==> src/error_pin_defines.svh <==
// Constants for the safety error pin output stage
`ifndef ERROR_PIN_DEFINES_SVH
`define ERROR_PIN_DEFINES_SVH

`define EP_ADDR_W        8
`define EP_CNT_W         16
`define EP_REACT_LIMIT   50

`define EP_OFS_CTRL      8'h00
`define EP_OFS_STATUS    8'h04
`define EP_OFS_MASK      8'h08
`define EP_OFS_PULSE_PRE 8'h0C
`define EP_OFS_HIGH_PRE  8'h10
`define EP_OFS_LOW_PRE   8'h14
`define EP_OFS_PIN_STATE 8'h18

`define EP_CTRL_BEAT     0
`define EP_ST_ERROR      0
`define EP_ST_RELEASE    1
`define EP_ST_W          2
`define EP_PIN_LEVEL     0
`define EP_PIN_FROZEN    1

`define EP_RST_PULSE_PRE 16'h0010
`define EP_RST_HIGH_PRE  16'h0008
`define EP_RST_LOW_PRE   16'h0008
`define EP_CNT_ONE       16'h0001

`define EP_RESP_OKAY     2'h0
`define EP_RESP_SLVERR   2'h2

`endif

==> src/error_pin_pkg.sv <==
// Types shared by the safety error pin output stage
package error_pin_pkg;

	typedef enum logic [1:0] {
		pin_idle,
		pin_pulse,
		pin_beat_high,
		pin_beat_low
	} pin_state_type;

endpackage : error_pin_pkg

==> src/pin_timer_if.sv <==
// Carrier between register file and pin timer
`timescale 1ns/100ps
`include "error_pin_defines.svh"

interface pin_timer_if;
	logic                 heartbeat_mode;
	logic                 error_active;
	logic [`EP_CNT_W-1:0] pulse_preload;
	logic [`EP_CNT_W-1:0] high_preload;
	logic [`EP_CNT_W-1:0] low_preload;
	logic                 pin_level;
	logic                 frozen;
	logic                 pulse_release;

	modport ctrl (
		output heartbeat_mode, error_active,
		output pulse_preload, high_preload, low_preload,
		input  pin_level, frozen, pulse_release
	);
	modport timer (
		input  heartbeat_mode, error_active,
		input  pulse_preload, high_preload, low_preload,
		output pin_level, frozen, pulse_release
	);
endinterface : pin_timer_if

==> src/pin_timer.sv <==
// Pulse and heartbeat sequencer for the error pin
`timescale 1ns/100ps
`include "error_pin_defines.svh"

module pin_timer (
	// Clock and reset
	input  wire logic  aclk,
	input  wire logic  aresetn,
	// Control and status
	pin_timer_if.timer tmr
);

	error_pin_pkg::pin_state_type state;
	error_pin_pkg::pin_state_type next_state;
	logic [`EP_CNT_W-1:0]         cnt;
	logic [`EP_CNT_W-1:0]         next_cnt;
	logic                         pin;
	logic                         next_pin;
	logic                         release_now;

	always_comb begin
		next_state  = state;
		next_cnt    = cnt;
		release_now = 1'b0;
		unique case (state)
			error_pin_pkg::pin_idle: begin
				if (tmr.heartbeat_mode) begin
					next_state = error_pin_pkg::pin_beat_high;
					next_cnt   = `EP_CNT_ONE;
				end else if (tmr.error_active) begin
					next_state = error_pin_pkg::pin_pulse;
					next_cnt   = `EP_CNT_ONE;
				end
			end
			error_pin_pkg::pin_pulse: begin
				// Pulse is not cut short by a mode change, only by reset or a lower pulse preload
				if (cnt >= tmr.pulse_preload) begin
					if (!tmr.error_active) begin
						next_state  = error_pin_pkg::pin_idle;
						release_now = 1'b1;
					end
				end else begin
					next_cnt = cnt + `EP_CNT_ONE;
				end
			end
			error_pin_pkg::pin_beat_high: begin
				if (!tmr.heartbeat_mode) begin
					next_state = error_pin_pkg::pin_idle;
				end else if (!tmr.error_active) begin
					if (cnt >= tmr.high_preload) begin
						next_state = error_pin_pkg::pin_beat_low;
						next_cnt   = `EP_CNT_ONE;
					end else begin
						next_cnt = cnt + `EP_CNT_ONE;
					end
				end
			end
			error_pin_pkg::pin_beat_low: begin
				if (!tmr.heartbeat_mode) begin
					next_state = error_pin_pkg::pin_idle;
				end else if (!tmr.error_active) begin
					if (cnt >= tmr.low_preload) begin
						next_state = error_pin_pkg::pin_beat_high;
						next_cnt   = `EP_CNT_ONE;
					end else begin
						next_cnt = cnt + `EP_CNT_ONE;
					end
				end
			end
		endcase
	end

	assign next_pin = (next_state != error_pin_pkg::pin_pulse) &&
	                  (next_state != error_pin_pkg::pin_beat_low);

	always_ff @(posedge aclk) begin
		if (!aresetn) begin
			state <= error_pin_pkg::pin_idle;
			cnt   <= '0;
			pin   <= 1'b1;
		end else begin
			state <= next_state;
			cnt   <= next_cnt;
			pin   <= next_pin;
		end
	end

	assign tmr.pin_level     = pin;
	assign tmr.pulse_release = release_now;
	assign tmr.frozen        = tmr.error_active &&
	                           ((state == error_pin_pkg::pin_beat_high) ||
	                            (state == error_pin_pkg::pin_beat_low));

endmodule : pin_timer

==> src/error_pin_output.sv <==
// Error pin output stage with AXI4-Lite registers and interrupt
//
// The placing of the registers and the AXI4-Lite interface to the registers were chosen for this implementation.
`timescale 1ns/100ps
`include "error_pin_defines.svh"

module error_pin_output (
	// Clock and reset
	input  wire logic                  aclk,
	input  wire logic                  aresetn,
	// AXI4-Lite write address
	input  wire logic [`EP_ADDR_W-1:0] s_axi_awaddr,
	input  wire logic [2:0]            s_axi_awprot,
	input  wire logic                  s_axi_awvalid,
	output wire logic                  s_axi_awready,
	// AXI4-Lite write data
	input  wire logic [31:0]           s_axi_wdata,
	input  wire logic [3:0]            s_axi_wstrb,
	input  wire logic                  s_axi_wvalid,
	output wire logic                  s_axi_wready,
	// AXI4-Lite write response
	output var  logic [1:0]            s_axi_bresp,
	output var  logic                  s_axi_bvalid,
	input  wire logic                  s_axi_bready,
	// AXI4-Lite read address
	input  wire logic [`EP_ADDR_W-1:0] s_axi_araddr,
	input  wire logic [2:0]            s_axi_arprot,
	input  wire logic                  s_axi_arvalid,
	output wire logic                  s_axi_arready,
	// AXI4-Lite read data
	output var  logic [31:0]           s_axi_rdata,
	output var  logic [1:0]            s_axi_rresp,
	output var  logic                  s_axi_rvalid,
	input  wire logic                  s_axi_rready,
	// Error source, same clock domain
	input  wire logic                  error_event,
	// Pin and interrupt
	output wire logic                  safety_error_pin_n,
	output wire logic                  irq
);

	pin_timer_if tif ();

	logic                  beat_enable;
	logic [`EP_ST_W-1:0]   status;
	logic [`EP_ST_W-1:0]   next_status;
	logic [`EP_ST_W-1:0]   mask;
	logic [`EP_CNT_W-1:0]  pulse_pre;
	logic [`EP_CNT_W-1:0]  high_pre;
	logic [`EP_CNT_W-1:0]  low_pre;

	wire                   wr_fire;
	wire                   rd_fire;
	wire                   wr_ctrl;
	wire                   wr_status;
	wire                   wr_mask;
	wire                   wr_pulse;
	wire                   wr_high;
	wire                   wr_low;
	wire                   wr_known;
	wire [`EP_ST_W-1:0]    clear_bits;
	wire [`EP_ST_W-1:0]    set_bits;
	wire [31:0]            wmask;
	wire [`EP_CNT_W-1:0]   pre_data;
	wire [`EP_CNT_W-1:0]   pre_mask;
	wire [31:0]            rd_word;
	wire                   rd_known;

	// Write address and data are taken together, one at a time
	assign s_axi_awready = s_axi_awvalid && s_axi_wvalid && !s_axi_bvalid;
	assign s_axi_wready  = s_axi_awready;
	assign s_axi_arready = !s_axi_rvalid;
	assign wr_fire       = s_axi_awready;
	assign rd_fire       = s_axi_arvalid && s_axi_arready;

	assign wmask = {{8{s_axi_wstrb[3]}}, {8{s_axi_wstrb[2]}},
	                {8{s_axi_wstrb[1]}}, {8{s_axi_wstrb[0]}}};
	// Preloads honour the strobes of their two low byte lanes
	assign pre_data = s_axi_wdata[`EP_CNT_W-1:0];
	assign pre_mask = wmask[`EP_CNT_W-1:0];

	assign wr_ctrl   = wr_fire && (s_axi_awaddr == `EP_OFS_CTRL);
	assign wr_status = wr_fire && (s_axi_awaddr == `EP_OFS_STATUS);
	assign wr_mask   = wr_fire && (s_axi_awaddr == `EP_OFS_MASK);
	assign wr_pulse  = wr_fire && (s_axi_awaddr == `EP_OFS_PULSE_PRE);
	assign wr_high   = wr_fire && (s_axi_awaddr == `EP_OFS_HIGH_PRE);
	assign wr_low    = wr_fire && (s_axi_awaddr == `EP_OFS_LOW_PRE);
	assign wr_known  = wr_ctrl || wr_status || wr_mask || wr_pulse ||
	                   wr_high || wr_low ||
	                   (s_axi_awaddr == `EP_OFS_PIN_STATE);

	// Set wins over a write-one clear in the same cycle
	assign clear_bits = wr_status ?
	                    (s_axi_wdata[`EP_ST_W-1:0] & wmask[`EP_ST_W-1:0]) :
	                    '0;
	assign set_bits   = {tif.pulse_release, error_event};
	assign next_status = (status & ~clear_bits) | set_bits;

	always_ff @(posedge aclk) begin
		if (!aresetn) begin
			status <= '0;
		end else begin
			status <= next_status;
		end
	end

	always_ff @(posedge aclk) begin
		if (!aresetn) begin
			beat_enable <= 1'b0;
			mask        <= '0;
			pulse_pre   <= `EP_RST_PULSE_PRE;
			high_pre    <= `EP_RST_HIGH_PRE;
			low_pre     <= `EP_RST_LOW_PRE;
		end else begin
			if (wr_ctrl && s_axi_wstrb[0])
				beat_enable <= s_axi_wdata[`EP_CTRL_BEAT];
			if (wr_mask && s_axi_wstrb[0])
				mask <= s_axi_wdata[`EP_ST_W-1:0];
			if (wr_pulse)
				pulse_pre <= (pre_data & pre_mask) | (pulse_pre & ~pre_mask);
			if (wr_high)
				high_pre <= (pre_data & pre_mask) | (high_pre & ~pre_mask);
			if (wr_low)
				low_pre <= (pre_data & pre_mask) | (low_pre & ~pre_mask);
		end
	end

	// Write response
	always_ff @(posedge aclk) begin
		if (!aresetn) begin
			s_axi_bvalid <= 1'b0;
			s_axi_bresp  <= `EP_RESP_OKAY;
		end else if (wr_fire) begin
			s_axi_bvalid <= 1'b1;
			s_axi_bresp  <= wr_known ? `EP_RESP_OKAY : `EP_RESP_SLVERR;
		end else if (s_axi_bready) begin
			s_axi_bvalid <= 1'b0;
		end
	end

	// Read mux
	assign rd_known = (s_axi_araddr == `EP_OFS_CTRL) ||
	                  (s_axi_araddr == `EP_OFS_STATUS) ||
	                  (s_axi_araddr == `EP_OFS_MASK) ||
	                  (s_axi_araddr == `EP_OFS_PULSE_PRE) ||
	                  (s_axi_araddr == `EP_OFS_HIGH_PRE) ||
	                  (s_axi_araddr == `EP_OFS_LOW_PRE) ||
	                  (s_axi_araddr == `EP_OFS_PIN_STATE);
	assign rd_word =
		(s_axi_araddr == `EP_OFS_CTRL)      ? {31'h0, beat_enable} :
		(s_axi_araddr == `EP_OFS_STATUS)    ? {30'h0, status} :
		(s_axi_araddr == `EP_OFS_MASK)      ? {30'h0, mask} :
		(s_axi_araddr == `EP_OFS_PULSE_PRE) ? {16'h0, pulse_pre} :
		(s_axi_araddr == `EP_OFS_HIGH_PRE)  ? {16'h0, high_pre} :
		(s_axi_araddr == `EP_OFS_LOW_PRE)   ? {16'h0, low_pre} :
		(s_axi_araddr == `EP_OFS_PIN_STATE) ?
			{30'h0, tif.frozen, tif.pin_level} : 32'h0;

	always_ff @(posedge aclk) begin
		if (!aresetn) begin
			s_axi_rvalid <= 1'b0;
			s_axi_rdata  <= 32'h0;
			s_axi_rresp  <= `EP_RESP_OKAY;
		end else if (rd_fire) begin
			s_axi_rvalid <= 1'b1;
			s_axi_rdata  <= rd_word;
			s_axi_rresp  <= rd_known ? `EP_RESP_OKAY : `EP_RESP_SLVERR;
		end else if (s_axi_rready) begin
			s_axi_rvalid <= 1'b0;
		end
	end

	// Error stays active until software clears the sticky bit
	assign tif.heartbeat_mode = beat_enable;
	assign tif.error_active   = status[`EP_ST_ERROR];
	assign tif.pulse_preload  = pulse_pre;
	assign tif.high_preload   = high_pre;
	assign tif.low_preload    = low_pre;

	pin_timer u_timer (
		.aclk    (aclk),
		.aresetn (aresetn),
		.tmr     (tif.timer)
	);

	assign safety_error_pin_n = tif.pin_level;
	assign irq                = |(status & mask);

endmodule : error_pin_output

==> config.mk <==
export PLATFORM = sky130hd
export DESIGN_NAME = error_pin_output
export DESIGN_NICKNAME = d
export VERILOG_FILES = /design/src/error_pin_pkg.sv /design/src/pin_timer_if.sv /design/src/pin_timer.sv /design/src/error_pin_output.sv
export VERILOG_INCLUDE_DIRS = /design/src
export SDC_FILE = /design/constraint.sdc
export NUM_CORES = 1
export LEC_CHECK = 0
export BUFFER_PORTS_ARGS = -buffer_cell sky130_fd_sc_hd__buf_4
export CELL_PAD_IN_SITES_DETAIL_PLACEMENT = 1
export CELL_PAD_IN_SITES_GLOBAL_PLACEMENT = 2
export CORE_MARGIN = 8
export CORE_UTILIZATION = 36
export CTS_CLUSTER_SIZE = 16
export DETAILED_ROUTE_END_ITERATION = 7
export PLACE_DENSITY_LB_ADDON = 0.1
export SETUP_SLACK_MARGIN = 0.3
export SLEW_MARGIN = 20
export SYNTH_ARGS = -nofsm -noshare
export SYNTH_HDL_FRONTEND = slang
export SYNTH_HIERARCHICAL = 1
export SYNTH_SLANG_ARGS = --single-unit
==> constraint.sdc <==
create_clock -name aclk -period 5.9 [get_ports aclk]
set_input_delay 1.18 -clock aclk [delete_from_list [all_inputs] [get_ports aclk]]
set_output_delay 1.18 -clock aclk [all_outputs]
set_load 0.05 [all_outputs]
---- After elaboration in Yosys (flattened, before gate mapping) ----
Index checks and enable logic that the tools add are counted.
storage, ports and cells
  logic and storage cells ................. 127
  bits of input ports ..................... 66
  register bits after elaboration ......... 110
  output and inout port bits .............. 43
cells by class
  eq/ne operators ......................... 23
  reduce and logical (&&, ||, !) cells .... 35
  mux-type cells .......................... 38
  magnitude comparators ................... 3
  add/sub/neg operators ................... 1
  bitwise operators ....................... 13
operator list
  cell                                                                   number
  16-bit 2-to-1 mux                                                      15
  16-bit bitwise AND                                                     4
  16-bit case mux with 4 select lines                                    1
  8-bit by 5-bit equality test with 1-bit output, second input constant  6
  16-bit >= comparator                                                   3
  16-bit bitwise OR                                                      3
  8-bit by 4-bit equality test with 1-bit output, second input constant  4
  2-bit 2-to-1 mux                                                       14
  16-bit by 1-bit adder with 16-bit output, second input constant        1
  8-bit by 3-bit equality test with 1-bit output, second input constant  2
  8-bit logical NOT                                                      2
  16-bit inverter                                                        1
  1-bit logical AND                                                      13
  1-bit logical OR                                                       13
  2-bit != test, second input constant                                   6
  2-bit case mux with 4 select lines                                     1
  1-bit 2-to-1 mux                                                       7
  2-bit bitwise AND                                                      3
  6-bit AND reduction                                                    1
  2-bit equality test, second input constant                             2
  2-bit nonzero test                                                     2
  3-bit != test, second input constant                                   1
  2-bit by 1-bit equality test with 1-bit output, second input constant  1
  1-bit logical NOT                                                      2
  other kinds (5)                                                        5

---- Logic depth before layout (Yosys ltp) ----
  depth after elaboration ................. 10
  gate-level depth with buffers ........... 10
  gate-level depth less buffers ........... 10

---- Hierarchy ----
Netlist, hierarchy kept.
modules (own cells, without submodules)
  module            cells an instance  sequential area each (um2)  area each (um2)  times used
  error_pin_output  355                1,461.4                     3,377.0          1
  pin_timer         296                380.4                       2,304.7          1

---- Worst setup path after synthesis ----
Ideal clock, no wire load.
  path type ............................... input-to-output
  start point ............................. input s_axi_awvalid
  end point ............................... output s_axi_wready
  path slack .............................. 2,767 ps
  path buffers ............................ 1
  data required time ...................... 4,720 ps
  stages on the path ...................... 3
  arrival time ............................ 1,953 ps
  path through ............................ nand3b_1 > inv_1 > buf_4
between the ends
  word-level cells in the longest chain between the ends .. 2
ends and longest elaborated chain
  item                             line                    source
  start: declaration               error_pin_output.sv:14  input wire logic s_axi_awvalid,
  1-bit logical AND (2 in series)  error_pin_output.sv:70  assign s_axi_awready = s_axi_awvalid && s_axi_wvalid && !s_axi_bvalid;
  end: declaration                 error_pin_output.sv:20  output wire logic s_axi_wready,
No other way between the ends.

---- Final worst setup path ----
  start point ............................. input s_axi_araddr[7]
  end point ............................... register s_axi_rdata[2]
between the ends
  word-level cells in the longest chain between the ends .. 7
  elaborated cells on any way between the ends .. 12
  classes of those cells .................. eq/ne: 5; mux: 6; reduce/logical: 1
ends and longest elaborated chain
  item                                                      line                     source
  start: declaration                                        error_pin_output.sv:26   input wire logic [`EP_ADDR_W-1:0] s_axi_araddr,
  8-bit by 5-bit equality test with 1-bit output (no line)  -
  16-bit 2-to-1 mux                                         error_pin_output.sv:155  (s_axi_araddr == `EP_OFS_LOW_PRE) ? {16'h0, low_pre} :
  16-bit 2-to-1 mux                                         error_pin_output.sv:154  (s_axi_araddr == `EP_OFS_HIGH_PRE) ? {16'h0, high_pre} :
  16-bit 2-to-1 mux                                         error_pin_output.sv:153  (s_axi_araddr == `EP_OFS_PULSE_PRE) ? {16'h0, pulse_pre} :
  16-bit 2-to-1 mux                                         error_pin_output.sv:152  (s_axi_araddr == `EP_OFS_MASK) ? {30'h0, mask} :
  16-bit 2-to-1 mux                                         error_pin_output.sv:151  (s_axi_araddr == `EP_OFS_STATUS) ? {30'h0, status} :
  16-bit 2-to-1 mux *                                       error_pin_output.sv:150  (s_axi_araddr == `EP_OFS_CTRL) ? {31'h0, beat_enable} :
  end signal: assignment                                    error_pin_output.sv:166  s_axi_rdata <= rd_word;
  end: declaration                                          error_pin_output.sv:31   output var logic [31:0] s_axi_rdata,
Every way passes the cells marked *; elsewhere a longest branch is shown, timed or not.
A chain may end at the register's enable or synchronous reset.

==> key figures <==
Status
  • Status: finished clean

Synth
  • Post-Synth XOR/XNOR Area: 0%
  • Post-synthesis mux area share: 9.62%
  • Post-synthesis sequential area ratio: 32.4%
  • Synth Area in Adders: 10.8%
  • Top_reg_cell synth: dfxtp_1
  • Post-synthesis compound-gate area fraction: 18.5%
  • Synthesized area: 0.00568 mm²
  • Syn avg cell area: 8.73 µm²
  • Cell variety after synth: 62
  • Fraction of registers with async set/reset: 0%
  • Combinational family with the most area after synthesis: simple AND/OR/NAND/NOR gates
  • Yosys reg bits: 92
  • Post-synthesis cell count: 651
  • Post-synth EDFFs: 0
  • Warnings, synthesis: 6
  • Post-synthesis simple-gate area fraction: 19.1%

Power
  • Pwr dens: 213 mW/mm²
  • Worst IR Drop VDD: 123 µV
  • Leak: 2.70 nW

Min path
  • WHS Path Cells: 2
  • Min-delay worst type: flip-flop to flip-flop

Place
  • Post-DP HPWL: 13.0 mm
  • PortBufs: 66
  • Final GP Congestion: 0.777

Routing
  • Drt first pass iters: 4
  • DR vias/cell: 5.29
  • Post-Route WL: 16.9 mm
  • Drc violations: 0
  • Initial DRC count: 138
  • WL per Instance: 18.5 µm
  • Via Count: 4,826
  • Final ANT Viol Nets: 0

Clock tree
  • Clock Tree Buf Depth: 2
  • Reg clk slew, reported paths: 0.07 ns
  • Num CTS Buffers: 9
  • Cts hold-fix bufs: 0
  • Worst skew pair latency: 0.35 ns
  • CTS resizes: 0
  • CTS Root Cell: clkbuf_16
  • Setup Buffers After CTS: 0
  • CTS tree: yes
  • H-tree levels: 3
  • Clock sinks: 92

Worst setup path
  • CP Launch Type: input port
  • RR Endpoint: u_timer/cnt[14]
  • Setup crit end kind: flip-flop
  • Crit Path Category: input port to flip-flop
  • Crit path max fanout: 14
  • Reg2reg start: u_timer/cnt[0]
  • Slowest stage delay, CP: 0.85 ns
  • R2R setup slack: 2.80 ns
  • Crit path cell chain: buf_4 > or4_1 > or4b_1 > o2bb2ai_1 > a22o_1
  • CP required: 6.20 ns
  • Worst path arrival time: 3.44 ns
  • CP max stage cell: or4b_1
  • Cells on worst reg2reg path: 9

STA
  • Fin. Hold Viols: 0
  • RSZ-0062 raised after global routing: false
  • Final TNS setup: 0 ns
  • Tcrit/Tclk final: 53.3%
  • Layout Skew: 0.00579 ns
  • Final number of max-transition violations: 0
  • Fmax: 0.318 GHz
  • # setup viols final: 0
  • Slew HR: 28.5%
  • Worst slew pin tran: 1.07 ns
  • Hold slack: 0.484 ns
  • Final min period: 3.15 ns

Global route
  • First-pass GRT wire length: 27.2 mm
  • Grt met3 use: 3.19%
  • Grt ovf: 0
  • Global routing usage on met1: 21.9%
  • Initial antenna violation count: 0
  • Grt peak-use layer: met2
  • Met2 usage: 29.3%
  • Largest net degree at the start of global routing: 72
  • Vias in the first global route: 5,118
  • Tot GR Track Use: 17.4%

Die
  • Cell Rows: 46
  • Chip height: 142 µm
  • Die Wd: 142 µm
  • Initial Utilization: 36.3%
  • IO Count: 109
  • Core ar.: 0.0157 mm²
  • DIE AREA: 0.0201 mm²

Finish
  • Footprint of the multi-input gates: 0.00337 mm²
  • Layout Nets: 807
  • # fillers: 1,874
  • Share of layout cells above drive strength 1: 15.8%
  • P&R area growth vs syn: 14.6%
  • Ant diodes: 0
  • Storage element area: 0.00184 mm²

Run
  • Maxcap violations: 0
[worst max-delay path, delay by kind of cell]
family	cells	cell delay, ns
buffers and inverters	1	0.11
AOI/OAI and AO/OA	2	0.62
and+or+nand+nor	2	1.53
[where the power goes]
group	total [W]	switching (W)	internal, W
combinational	0.000157	0.000111	0.0000458
clock	0.000600	0.000260	0.000339
sequential	0.000632	0.00000610	0.000626
[cell families (layout without fill, tap and decap cells)]
family                   after synthesis  after routing
AO/OA/AOI/OAI                        141            141
flip-flops                            92             92
multiplexers                          54             54
buffers and inverters                113            142
other                                  1             18
adder cells (fa/ha/maj)               49             49
AND/OR/NAND/NOR                      201            201
[cell usage in the layout (no fill, tap or decap), drive strengths merged, types with 15 or more instances in the layout]
master,n
dfxtp,92
nand2,83
buf,67
inv,59
mux2i,52
ha,49
o21ai,37
nand3,32
a21oi,19
conb,18
a22o,15
[worst max path at each step]
stage,depth (start not counted),endpoint,start
2_1_floorplan,3,s_axi_wready,s_axi_awvalid
3_3_place_gp,5,s_axi_rdata[6],s_axi_araddr[7]
3_5_place_dp,5,s_axi_rdata[6],s_axi_araddr[7]
4_1_cts,5,s_axi_rdata[6],s_axi_araddr[7]
5_1_grt,9,u_timer/cnt[14],u_timer/cnt[0]
6_report,5,s_axi_rdata[2],s_axi_araddr[7]
[final cells by class]
cell class / instances / share of cell area, %
multi-input combinational: 463 / 51.8
sequential: 92 / 28.3
timing repair buffer: 67 / 7.72
tap: 216 / 4.15
clock buffer: 10 / 3.67
inverter: 59 / 3.40
clock inverter: 6 / 0.980
[layer usage]
| metal | wire length, µm | part of all wire, % |
|---|---|---|
| met5 | 0 | 0 |
| met4 | 231 | 1.4 |
| met3 | 429 | 2.5 |
| met2 | 8090 | 48 |
| met1 | 8130 | 48 |
[per-stage QoR]
stage	area (µm²)	total power [W]	std cells	worst slack [ns]	util [%]
floorplan	5750	0.000763	668	2.77	-
CTS	6510	0.00141	913	2.72	41.6
global route	6510	0.00145	913	2.63	41.6
finish	6510	0.00139	913	2.75	41.6
detailed placement	6200	0.000803	897	2.34	39.6
global placement	6200	0.000799	897	2.35	39.6
[synthesized netlist by cell type, drive strengths merged, types with 9 or more instances]
cell	number	area [µm²]
a21oi	19	95.1
o2bb2ai	14	123
mux2i	52	521
a32oi	12	105
buf	34	248
and3	9	56.3
o21ai	37	185
clkbuf	20	75.1
nand3	32	160
ha	49	613
a22o	15	141
nand2	83	312
inv	59	221
nor2	13	48.8
nand2b	12	90.1
dfxtp	92	1840
(Power assumes the default switching activity.)
